[config.mk]
export PLATFORM = sky130hd
export DESIGN_NAME = scc_charge_ctrl
export DESIGN_NICKNAME = d
export VERILOG_FILES = /design/src/logic/scc_charge_ctrl.v /design/src/logic/scc_phase_gen.v
export VERILOG_INCLUDE_DIRS = /design/src /design/src/pkg
export SDC_FILE = /design/constraint.sdc
export NUM_CORES = 1
export LEC_CHECK = 0
export BUFFER_PORTS_ARGS = -buffer_cell sky130_fd_sc_hd__buf_2
export CAP_MARGIN = 40
export CORE_MARGIN = 5
export CORE_UTILIZATION = 40
export CTS_CLUSTER_DIAMETER = 40
export CTS_CLUSTER_SIZE = 12
export DETAILED_ROUTE_END_ITERATION = 8
export GPL_ROUTABILITY_DRIVEN = 0
export SYNTH_ARGS = -nofsm -noshare
export SYNTH_HDL_FRONTEND = slang
export SYNTH_SLANG_ARGS = --single-unit
[constraint.sdc]
create_clock -name sys_clk -period 6.3 [get_ports sys_clk]
set_input_delay 1.575 -clock sys_clk [delete_from_list [all_inputs] [get_ports sys_clk]]
set_output_delay 1.575 -clock sys_clk [all_outputs]
set_load 0.02 [all_outputs]
[src/pkg/scc_defs.vh]
`ifndef SCC_DEFS_VH
`define SCC_DEFS_VH

// clock rate in kHz
`define SCC_CLK_KHZ        25000
// alarm debounce time in ms
`define SCC_ALM_DEB_MS     120
// debounce in cycles
`define SCC_ALM_DEB_CYC    (`SCC_ALM_DEB_MS * `SCC_CLK_KHZ)
// default half period of switching, cycles
`define SCC_HALF_PER_DEF   16'h0020
// default dead time, cycles
`define SCC_DEAD_DEF       8'h02
// reset values of host bits
`define SCC_RST_CHARGE_ENABLE_BIT     1'b0
`define SCC_RST_BYPASS     1'b0
`define SCC_RST_HIZ        1'b0
// fault vector positions
`define SCC_FLT_W          12
`define SCC_FLT_INPUT_ONE_OVERVOLTAGE   0
`define SCC_FLT_INPUT_TWO_OVERVOLTAGE   1
`define SCC_FLT_BUS_SCP    6
// switch index within a channel's gate vector
`define SCC_SW1            0
`define SCC_SW2            1
`define SCC_SW3            2
`define SCC_SW4            3

`endif

[src/logic/scc_charge_ctrl.v]
`include "scc_defs.vh"

// charge control of the switched capacitor charger
module scc_charge_ctrl #(
  parameter HP_W    = 16,
  parameter DT_W    = 8,
  parameter DEB_CYC = `SCC_ALM_DEB_CYC
) (
  // clock and reset (power-on reset)
  input  wire                   sys_clk,
  input  wire                   rst_b,
  // supply lockout and presence detectors
  input  wire                   uvlo_ok,
  input  wire                   input_one_present,
  input  wire                   input_two_present,
  input  wire                   bus_present,
  input  wire                   output_present,
  // bus voltage window comparators
  input  wire                   bus_window_low,
  input  wire                   bus_window_high,
  // protection comparators
  input  wire                   input_one_overvoltage,
  input  wire                   input_two_overvoltage,
  input  wire                   bus_overvoltage,
  input  wire                   bus_overcurrent,
  input  wire                   bus_undercurrent,
  input  wire                   output_overvoltage,
  input  wire                   bus_short_fault,
  input  wire                   battery_overvoltage,
  input  wire                   battery_overcurrent,
  input  wire                   connector_temp_fault,
  input  wire                   battery_temp_fault,
  input  wire                   die_overtemp_fault,
  input  wire [`SCC_FLT_W-1:0]  fault_enable,
  input  wire                   battery_ovp_alarm,
  // host writes (one-cycle strobes with data)
  input  wire                   charge_enable_bit_wr,
  input  wire                   charge_enable_bit_wdata,
  input  wire                   bypass_wr,
  input  wire                   bypass_wdata,
  input  wire                   hiz_wr,
  input  wire                   hiz_wdata,
  input  wire                   adc_en_wr,
  input  wire                   adc_en_wdata,
  input  wire [HP_W-1:0]        half_period,
  input  wire [DT_W-1:0]        dead_time,
  // host readback
  output reg                    charge_enable_bit,
  output reg                    bypass_select_bit,
  output reg                    high_impedance_request,
  output reg                    converter_active_flag,
  output reg                    adc_enable,
  output reg  [`SCC_FLT_W-1:0]  fault_latch,
  output reg                    alarm_flag,
  output reg                    interrupt_out_n,
  output reg                    serial_ready,
  // power path
  output reg                    internal_regulator,
  output reg                    sensing_on,
  output reg  [1:0]             input_fet_gate_drive,
  // switch gates, channel a and channel b
  output wire [3:0]             gates_a,
  output wire [3:0]             gates_b
);

  wire [`SCC_FLT_W-1:0] flt_raw;    // raw fault vector
  wire [`SCC_FLT_W-1:0] flt_act;    // enabled faults
  wire                  any_fault;  // any enabled fault active
  wire                  presence;   // bus and output present
  wire                  in_window;  // bus inside error window
  wire                  hiz_rise;   // 0 to 1 write of hiz
  wire                  run_div;    // divider switching allowed
  wire                  run_byp;    // bypass path on
  reg                   hiz_mode_reg;  // hiz state
  reg  [31:0]           deb_cnt_reg;   // alarm spacing count
  reg                   alm_d_reg;     // alarm input delayed
  reg                   flt_d_reg;     // fault delayed

  // fault vector in fixed bit order
  assign flt_raw = {die_overtemp_fault, battery_temp_fault,
                    connector_temp_fault, battery_overcurrent,
                    battery_overvoltage, bus_short_fault,
                    output_overvoltage, bus_undercurrent,
                    bus_overcurrent, bus_overvoltage,
                    input_two_overvoltage, input_one_overvoltage};
  assign flt_act   = flt_raw & fault_enable;
  assign any_fault = |flt_act;

  assign presence  = bus_present & output_present;
  // window check, above low and below high limit
  assign in_window = bus_window_low & ~bus_window_high;
  assign hiz_rise  = hiz_wr & hiz_wdata & ~high_impedance_request;

  assign run_div = converter_active_flag & ~bypass_select_bit & ~any_fault;
  assign run_byp = converter_active_flag & bypass_select_bit &
                   ~any_fault & presence;

  // host control bits
  always @(posedge sys_clk or negedge rst_b) begin
    if (!rst_b) begin
      charge_enable_bit      <= `SCC_RST_CHARGE_ENABLE_BIT;
      bypass_select_bit      <= `SCC_RST_BYPASS;
      high_impedance_request <= `SCC_RST_HIZ;
      adc_enable             <= 1'b0;
    end else if (!uvlo_ok) begin
      // below lockout registers held at default
      charge_enable_bit      <= `SCC_RST_CHARGE_ENABLE_BIT;
      bypass_select_bit      <= `SCC_RST_BYPASS;
      high_impedance_request <= `SCC_RST_HIZ;
      adc_enable             <= 1'b0;
    end else begin
      // only the host clears the request
      if (hiz_wr) begin
        high_impedance_request <= hiz_wdata;
      end
      if (bypass_wr && !converter_active_flag) begin
        bypass_select_bit <= bypass_wdata;
      end
      // adc halted while hiz
      if (hiz_rise || hiz_mode_reg) begin
        adc_enable <= 1'b0;
      end else if (adc_en_wr) begin
        adc_enable <= adc_en_wdata;
      end
      // fault clears enable, wins over write
      if (any_fault || hiz_rise || hiz_mode_reg) begin
        charge_enable_bit <= 1'b0;
      end else if (charge_enable_bit_wr) begin
        charge_enable_bit <= charge_enable_bit_wdata & presence;
      end
    end
  end

  // hiz state, entered on rising request
  always @(posedge sys_clk or negedge rst_b) begin
    if (!rst_b) begin
      hiz_mode_reg <= 1'b0;
    end else if (!uvlo_ok) begin
      hiz_mode_reg <= 1'b0;
    end else if (hiz_rise) begin
      // entered on 0 to 1 write
      hiz_mode_reg <= 1'b1;
    end else if (hiz_wr && !hiz_wdata) begin
      hiz_mode_reg <= 1'b0;
    end
  end

  // converter state
  always @(posedge sys_clk or negedge rst_b) begin
    if (!rst_b) begin
      converter_active_flag <= 1'b0;
    end else begin
      // enable starts converter and sets flag
      converter_active_flag <= charge_enable_bit & presence & in_window &
                               ~any_fault & ~hiz_mode_reg & uvlo_ok;
    end
  end

  // regulator, sensing and fault latch
  always @(posedge sys_clk or negedge rst_b) begin
    if (!rst_b) begin
      internal_regulator <= 1'b0;
      sensing_on         <= 1'b0;
      serial_ready       <= 1'b0;
      fault_latch        <= {`SCC_FLT_W{1'b0}};
    end else begin
      serial_ready       <= uvlo_ok;
      internal_regulator <= uvlo_ok & presence & ~hiz_mode_reg;
      sensing_on         <= uvlo_ok & presence & ~hiz_mode_reg;
      // set wins over clear on a host clear strobe
      fault_latch <= (charge_enable_bit_wr && charge_enable_bit_wdata) ?
                     flt_act : (fault_latch | flt_act);
    end
  end

  // input fet gate drive per input
  always @(posedge sys_clk or negedge rst_b) begin
    if (!rst_b) begin
      input_fet_gate_drive <= 2'b00;
    end else begin
      // overvoltage or short drops its fet
      // input one wins if both are valid together
      input_fet_gate_drive[0] <= uvlo_ok & ~hiz_mode_reg &
        input_one_present & ~flt_act[`SCC_FLT_INPUT_ONE_OVERVOLTAGE] &
        ~flt_act[`SCC_FLT_BUS_SCP];
      input_fet_gate_drive[1] <= uvlo_ok & ~hiz_mode_reg &
        input_two_present & ~input_one_present &
        ~flt_act[`SCC_FLT_INPUT_TWO_OVERVOLTAGE] & ~flt_act[`SCC_FLT_BUS_SCP];
    end
  end

  // alarm notification with debounce spacing
  always @(posedge sys_clk or negedge rst_b) begin
    if (!rst_b) begin
      deb_cnt_reg     <= 32'h0000_0000;
      alm_d_reg       <= 1'b0;
      flt_d_reg       <= 1'b0;
      alarm_flag      <= 1'b0;
      interrupt_out_n <= 1'b1;
    end else begin
      alm_d_reg <= battery_ovp_alarm;
      flt_d_reg <= any_fault;
      alarm_flag      <= 1'b0;
      interrupt_out_n <= 1'b1;
      if (deb_cnt_reg != 32'h0000_0000) begin
        deb_cnt_reg <= deb_cnt_reg - 32'h0000_0001;
      // new alarm or fault edge, spaced
      end else if ((battery_ovp_alarm && !alm_d_reg) ||
                   (any_fault && !flt_d_reg)) begin
        alarm_flag      <= 1'b1;
        interrupt_out_n <= 1'b0;
        deb_cnt_reg     <= DEB_CYC - 1;
      end
    end
  end

  // two channels, b starts in opposite half
  scc_phase_gen #(.HP_W(HP_W), .DT_W(DT_W)) u_ch_a (
    .sys_clk     (sys_clk),
    .rst_b       (rst_b),
    .run         (run_div),
    .bypass      (run_byp),
    .half_period (half_period),
    .dead_time   (dead_time),
    .start_phase (1'b0),
    .gate_reg    (gates_a)
  );

  scc_phase_gen #(.HP_W(HP_W), .DT_W(DT_W)) u_ch_b (
    .sys_clk     (sys_clk),
    .rst_b       (rst_b),
    .run         (run_div),
    .bypass      (run_byp),
    .half_period (half_period),
    .dead_time   (dead_time),
    .start_phase (1'b1),
    .gate_reg    (gates_b)
  );

endmodule // scc_charge_ctrl

[src/logic/scc_phase_gen.v]
`include "scc_defs.vh"

// one switching channel: 50% duty with dead time
module scc_phase_gen #(
  parameter HP_W = 16,
  parameter DT_W = 8
) (
  // clock and reset
  input  wire            sys_clk,
  input  wire            rst_b,
  // control
  input  wire            run,
  input  wire            bypass,
  input  wire [HP_W-1:0] half_period,
  input  wire [DT_W-1:0] dead_time,
  input  wire            start_phase,
  // gates, bit n drives switch n+1
  output reg  [3:0]      gate_reg
);

  reg  [HP_W-1:0] cnt_reg;   // position in half period
  reg             ph_reg;    // 0 = phase one, 1 = phase two
  reg  [3:0]      gate_next; // next gate pattern
  wire            last;      // end of half period

  assign last = (cnt_reg >= half_period - {{(HP_W-1){1'b0}}, 1'b1});

  // half period counter, phase toggles each half
  always @(posedge sys_clk or negedge rst_b) begin
    if (!rst_b) begin
      cnt_reg <= {HP_W{1'b0}};
      ph_reg  <= 1'b0;
    end else if (!run) begin
      // restart so the two channels stay aligned
      cnt_reg <= {HP_W{1'b0}};
      ph_reg  <= start_phase;
    end else if (last) begin
      cnt_reg <= {HP_W{1'b0}};
      ph_reg  <= ~ph_reg;
    end else begin
      cnt_reg <= cnt_reg + {{(HP_W-1){1'b0}}, 1'b1};
    end
  end

  // gate pattern from phase and dead time
  always @* begin
    gate_next = 4'h0;
    if (bypass) begin
      gate_next[`SCC_SW1] = 1'b1;
      gate_next[`SCC_SW2] = 1'b1;
    end else if (run && (cnt_reg >= {{(HP_W-DT_W){1'b0}}, dead_time})) begin
      if (!ph_reg) begin
        gate_next[`SCC_SW1] = 1'b1;
        gate_next[`SCC_SW3] = 1'b1;
      end else begin
        gate_next[`SCC_SW2] = 1'b1;
        gate_next[`SCC_SW4] = 1'b1;
      end
    end
  end

  // registered gates, no glitches toward drivers
  always @(posedge sys_clk or negedge rst_b) begin
    if (!rst_b) begin
      gate_reg <= 4'h0;
    end else begin
      gate_reg <= gate_next;
    end
  end

endmodule // scc_phase_gen

==> results.py, run 1 <==
metrics = {
    "run_status": {
        "status": "finished, final reports clean",
    },
    "clock_network": {
        "clk_path_buf_depth": 2,
        "cts_tree": "built",
        "postCtsResizedCells": 0,
        "cts_hold_buf": 0,
        "postCtsSetupBuffers": 0,
        "worstSkewPairLatency_ns": 0.34,
        "h-tree-depth": 3,
        "cts_num_sinks": 100,
        "root_buffer": "clkbuf_16",
        "cts_buffers": 9,
        "path_clk_slew_ns": 0.07,
    },
    "worst_setup_path": {
        "cp_cell_sequence": "buf_2 -> or4_1 -> or3_1 -> nor3_1 -> xnor2_1 -> ha_1 -> and4_1 -> and2_1 -> nand2_1 -> nor4_1 -> a221o_1 -> mux2_4",
        "cp-end-kind": "register",
        "worst-setup-path-type": "input port to register",
        "critPathRequiredTime_ns": 6.53,
        "r2r_slack_ns": 3.28,
        "cp_slowest_cell": "or4_1",
        "cp-start-kind": "input port",
        "arrival_ns": 5.01,
        "path_max_fanout": 17,
        "slowest_delay_ns": 0.64,
    },
    "placement": {
        "dp_hpwl_um": 10170,
        "pre_cts_slack_ns": 1.175,
        "io_buffers": 97,
    },
    "global_route": {
        "global_route.usage.total_pct": 16.06,
        "grt_overflow": 0,
        "grt_pass1_vias": 4437,
        "grt_max_degree": 55,
        "grt_pass1_wl_um": 21660,
        "antenna_found_initial": 0,
    },
    "logic_synthesis": {
        "ys_async_sr_fraction_pct": 100.0,
        "yosysUniqueCellTypes": 56,
        "synth.top_cell.area_share_pct": 43.46,
        "yosysWarnings": 0,
        "ys_ff_latch": 100,
        "synth_edf_count": 0,
        "synthCells": 558,
        "syn-num-nets": 673,
        "ys_seq_area_share_pct": 43.92,
        "syn_area_um2": 5700,
        "synth_area_leader_cell": "dfrtp_1",
        "ys_top_cells_by_area": "dfrtp_1, ha_1, xnor2_1",
        "ys.flop_type": "dfrtp_1",
        "syn_area_per_cell_um2": 10.22,
    },
    "detailed_routing": {
        "finalWirelength_um": 13090,
        "vias": 4431,
        "dr_wl_met2_um": 6379,
        "met1_length_um": 6062,
        "route.met3.wl_um": 448,
        "detail-route-antenna-nets": 0,
        "drt-vias-per-instance": 5.262,
        "first_pass_iters": 4,
        "top_layer_used": "met4",
        "drt_iter0_markers": 202,
        "drc": 0,
        "post_drt_wl_per_cell_um": 15.55,
    },
    "final_layout": {
        "multi_input_area_um2": 3029,
        "area_growth_syn_to_layout_pct": 16.55,
        "seq_area_um2": 2504,
        "layout.nets": 772,
        "diodes": 0,
        "largest_reg_flops": 32,
        "n_fill_cell": 1302,
        "layout-drive-gt1-share_pct": 20.54,
    },
    "worst_hold_path": {
        "hold_class": "register to register",
    },
    "die": {
        "rows": 43,
        "die-area_um2": 16740,
        "die_w_um": 129.4,
        "die_y_um": 129.4,
        "coreArea_um2": 13930,
        "initial_core_util_pct": 40.91,
        "io-pin-count": 98,
    },
    "timing": {
        "worst_pin_slew_ns": 0.6815,
        "timing.final.crit_share_pct": 75.85,
        "fin_crit_ns": 4.778,
        "finalMaxSlewViolations": 0,
        "setup_viol": 0,
        "finClkSkew_ns": 0.005628,
        "rsz0062_at_grt": "no",
        "hold_violations": 0,
        "fmax_ghz": 0.2093,
        "setup_tns_ns": 0,
        "fin_ws_ns": 1.522,
        "relSlewSlack_pct": 54.57,
    },
    "job": {
        "max_cap_violations": 0,
    },
    "power": {
        "p_leak_nw": 3.235,
        "vdd_drop_max_v": 0.0001386,
        "p_per_area_nw_per_um2": 226.9,
    },
}
[worst paths after layout]
check / startpoint / endpoint / cells after the start
setup / recovery: half_period[6] / u_ch_a.ph_reg$_DFFE_PN0P_ / 12
hold / removal: deb_cnt_reg[29]$_DFFE_PN0P_ / deb_cnt_reg[29]$_DFFE_PN0P_ / 1
setup reg to reg: deb_cnt_reg[16]$_DFFE_PN0P_ / deb_cnt_reg[7]$_DFFE_PN0P_ / 7
hold reg to reg: deb_cnt_reg[29]$_DFFE_PN0P_ / deb_cnt_reg[29]$_DFFE_PN0P_ / 1
max in group asynchronous: rst_b / input_fet_gate_drive[0]$_DFF_PN0_ / 2
min in group asynchronous: rst_b / u_ch_a.cnt_reg[1]$_DFF_PN0_ / 1
[kinds of logic (layout without fill, tap and decap cells)]
group,count (synthesis),after routing,synth area share (%)
simple gates,232,232,21.95
flops,100,100,43.92
compound gates,67,67,8.297
xor+xnor,61,61,9.504
fa+ha+maj,53,53,11.55
buf+inv,35,139,2.941
mux,10,10,1.844
[layout make-up]
cell class	instances	area share, %
multi-input cells	423	45.59
clock inverters	6	0.9605
clock buffers	10	3.446
inverters	24	1.356
flip-flops and latches	100	37.68
repair buffers	99	7.571
well taps	180	3.390
[where the power goes]
group	leakage [nW]	switching [mW]	internal (mW)
logic	1.78	0.130	0.0979
clock network	0.139	0.241	0.308
registers	1.32	0.0419	0.688
[placed cells by master, fill, tap and decap left out, types with 14 or more instances in the layout]
cell	count
dfrtp_1	99
buf_2	96
nor2_1	57
ha_1	49
nand2_1	35
xnor2_1	32
nor3_1	30
xor2_1	28
inv_1	24
nand3_1	20
nor4_1	15
a21oi_1	14
[cells in the mapped netlist, types with 3 or more instances]
| cell type | n |
|---|---|
| a21oi_1 | 14 |
| inv_1 | 24 |
| a22oi_1 | 5 |
| mux2i_1 | 9 |
| maj3_2 | 4 |
| o21ai_0 | 8 |
| nand3b_1 | 6 |
| nand3_1 | 20 |
| and3_1 | 10 |
| a22o_1 | 8 |
| or3_1 | 6 |
| a211oi_1 | 6 |
| dfrtp_1 | 99 |
| nor3_1 | 30 |
| ha_1 | 49 |
| nor2b_1 | 7 |
| nor4_1 | 15 |
| clkbuf_1 | 6 |
| nor3b_1 | 3 |
| xnor2_1 | 32 |
| xor2_1 | 28 |
| a21o_1 | 8 |
| nand2_1 | 35 |
| nand4_1 | 5 |
| or4_1 | 5 |
| and2_1 | 3 |
| nor2_1 | 57 |
| nand2b_1 | 8 |
| o31ai_1 | 5 |
| nor2_4 | 8 |
[routing by layer]
metal,up-vias,track usage (%)
li1,2175,-
met1,2164,21.14
met2,77,26.43
met3,15,3.669
met4,0,4.941
met5,-,0
[stage by stage]
| stage | hold WS, ns | area [um2] | util, % | total power [mW] | cells |
|---|---|---|---|---|---|
| floorplan | 0.4337 | 5700 | - | 0.8783 | 558 |
| global placement | 0.4551 | 6351 | 45.58 | 0.9622 | 826 |
| detailed placement | 0.4557 | 6351 | 45.58 | 0.9720 | 826 |
| CTS | 0.4704 | 6644 | 47.68 | 1.533 | 842 |
| global route | 0.4874 | 6644 | 47.68 | 1.586 | 842 |
| finish | 0.4636 | 6644 | 47.68 | 1.507 | 842 |
[critical path: cells and delay by family]
kind | cells | cell delay, ns
xor gates and xnor gates | 1 | 0.13
adders and majority gates | 1 | 0.31
and+or+nand+nor | 7 | 1.92
muxes | 1 | 0.35
buffers and inverters | 1 | 0.12
AOI/OAI and AO/OA | 1 | 0.61
Power figures use the tool's default switching activity.
==> inputs of run 2 (changes only) <==
==> constraint.sdc (replaced) <==
create_clock -name sys_clk -period 4.5 [get_ports sys_clk]
set_input_delay 1.125 -clock sys_clk [delete_from_list [all_inputs] [get_ports sys_clk]]
set_output_delay 1.125 -clock sys_clk [all_outputs]
set_load 0.02 [all_outputs]
==> run 2 against run 1 <==
Global-route usage up 0.65 points. Register-to-register slack worse by 1.7 ns. Via count about the same. Cell count up 0.83%. Design area up 1.2%. Die area unchanged. Clock power up 42%. Total power up 41%. Sequential cell count unchanged. Clock skew up 0.00090 ns. Highest routed layer unchanged.
==> results.py, run 2 (same netlist as run 1, synthesis figures left out) <==
metrics = {
    "worst_setup_path": {
        "path_buf_inv": 2,
        "critPathRequiredTime_ns": 4.77,
        "cp_slowest_cell": "or4_4",
        "cp_cell_sequence": "buf_2 -> or4_4 -> or3_1 -> nor3_1 -> xnor2_1 -> ha_1 -> and4_1 -> o2111ai_1 -> nor4_1 -> a311o_1 -> buf_4 -> mux2i_1",
        "worst-setup-path-type": "input port to register",
        "r2r_end": "deb_cnt_reg[7]$_DFFE_PN0P_",
        "r2r_cells": 7,
        "rr_startpoint": "deb_cnt_reg[16]$_DFFE_PN0P_",
        "slowest_delay_ns": 0.58,
        "cp-start-kind": "input port",
        "worstSetupStartpoint": "half_period[2]",
        "path_delay_family": "simple AND/OR/NAND/NOR gates",
        "arrival_ns": 4.18,
        "r2r_slack_ns": 1.53,
        "cp-end-kind": "register",
        "path_max_fanout": 8,
    },
    "clock_network": {
        "postCtsSetupBuffers": 0,
        "cts_buffers": 9,
        "path_clk_slew_ns": 0.07,
        "h-tree-depth": 3,
        "worstSkewPairLatency_ns": 0.35,
        "postCtsResizedCells": 0,
        "clk_path_buf_depth": 2,
        "cts_tree": "built",
        "cts_hold_buf": 0,
        "cts_num_sinks": 100,
        "root_buffer": "clkbuf_16",
    },
    "placement": {
        "dp.cells": 833,
        "pre_cts_slack_ns": 0.2387,
        "dp_hpwl_um": 10440,
        "io_buffers": 97,
    },
    "detailed_routing": {
        "vias": 4429,
        "post_drt_wl_per_cell_um": 15.57,
        "first_pass_iters": 4,
        "finalWirelength_um": 13220,
        "drt-vias-per-instance": 5.217,
        "drc": 0,
        "detail-route-antenna-nets": 0,
        "drt_iter0_markers": 165,
    },
    "global_route": {
        "grt_max_degree": 67,
        "grt_pass1_vias": 4600,
        "grt_pass1_wl_um": 22420,
        "global_route.usage.total_pct": 16.71,
        "antenna_found_initial": 0,
        "grt_overflow": 0,
    },
    "die": {
        "initial_core_util_pct": 40.91,
        "die-area_um2": 16740,
        "die_w_um": 129.4,
        "io-pin-count": 98,
        "coreArea_um2": 13930,
        "rows": 43,
        "die_y_um": 129.4,
    },
    "timing": {
        "worst_pin_slew_ns": 0.5725,
        "hold_violations": 0,
        "fin_crit_ns": 3.901,
        "fmax_ghz": 0.2563,
        "timing.final.crit_share_pct": 86.69,
        "relSlewSlack_pct": 61.72,
        "setup_viol": 0,
        "rsz0062_at_grt": "no",
        "setup_tns_ns": 0,
        "fin_ws_ns": 0.5991,
        "finClkSkew_ns": 0.006532,
        "finalMaxSlewViolations": 0,
    },
    "worst_hold_path": {
        "min-delay-start": "deb_cnt_reg[29]$_DFFE_PN0P_",
        "hold_path_end": "deb_cnt_reg[29]$_DFFE_PN0P_",
        "hold_depth": 1,
        "hold_class": "register to register",
    },
    "final_layout": {
        "layout_commonest_cell": "dfrtp_1",
        "n_fill_cell": 1312,
        "largest_reg_flops": 32,
        "layout.nets": 779,
        "diodes": 0,
        "fin_cells": 849,
        "layout_common_cells": "dfrtp_1, buf_2, nor2_1",
        "fin_util_pct": 48.27,
        "layout-drive-gt1-share_pct": 21.52,
        "area_growth_syn_to_layout_pct": 18.00,
    },
    "power": {
        "p_per_area_nw_per_um2": 316.9,
        "vdd_drop_max_v": 0.0001855,
        "p_leak_nw": 3.283,
    },
    "job": {
        "max_cap_violations": 0,
    },
    "run_status": {
        "status": "finished, final reports clean",
    },
}
run 2: changes by cell type in the layout (fill, tap and decap cells not counted):
| cell | previous run | this run |
|---|---|---|
| buf_4 | 3 | 9 |
| clkinv_4 | 0 | 4 |
| buf_16 | 0 | 1 |
| clkbuf_1 | 1 | 0 |
| clkinv_2 | 2 | 1 |
| clkinvlp_4 | 2 | 1 |
| inv_6 | 1 | 0 |
run 2: worst max-delay path by stage:
| stage | depth (start not counted) | endpoint | slack, ns |
|---|---|---|---|
| floorplan | 12 | u_ch_a.ph_reg$_DFFE_PN0P_ | 0.44 |
| global placement | 12 | u_ch_a.ph_reg$_DFFE_PN0P_ | 0.30 |
| detailed placement | 12 | u_ch_b.ph_reg$_DFFE_PN0P_ | 0.24 |
| CTS | 12 | u_ch_b.ph_reg$_DFFE_PN0P_ | 0.61 |
| global route | 12 | u_ch_b.ph_reg$_DFFE_PN0P_ | 0.38 |
| finish | 12 | u_ch_b.ph_reg$_DFFE_PN0P_ | 0.60 |
run 2: power by group:
| group | internal (mW) | leakage [nW] | switching [mW] | total, mW |
|---|---|---|---|---|
| Combinational | 0.142 | 1.82 | 0.186 | 0.328 |
| Sequential | 0.963 | 1.32 | 0.0609 | 1.02 |
| Clock | 0.434 | 0.146 | 0.346 | 0.780 |
| Total | 1.54 | 3.28 | 0.593 | 2.13 |
run 2: per-stage QoR:
stage,total power [mW],hold WS [ns],area [um2]
after global placement,1.349,0.4481,6396
after CTS,2.161,0.4610,6726
after detailed placement,1.371,0.4481,6424
after global routing,2.249,0.4801,6726
final,2.132,0.4598,6726
after floorplan,1.230,0.4337,5700
run 2: area by class of cell:
class	instances	area (um2)	area share, %
Clock buffer	9	225.2	3.348
Inverter	24	90.09	1.339
Tap cell	180	225.2	3.348
Timing Repair Buffer	106	575.6	8.557
Clock inverter	7	77.57	1.153
Multi-Input combinational cell	423	3029	45.03
Sequential cell	100	2504	37.22
run 2: routing by layer:
| layer | vias up | routed length, um | track usage, % |
|---|---|---|---|
| li1 | 2190 | - | - |
| met1 | 2155 | 6181 | 22.85 |
| met2 | 68 | 6481 | 26.77 |
| met3 | 16 | 349 | 3.215 |
| met4 | 0 | 208 | 5.497 |
| met5 | - | 0 | 0 |
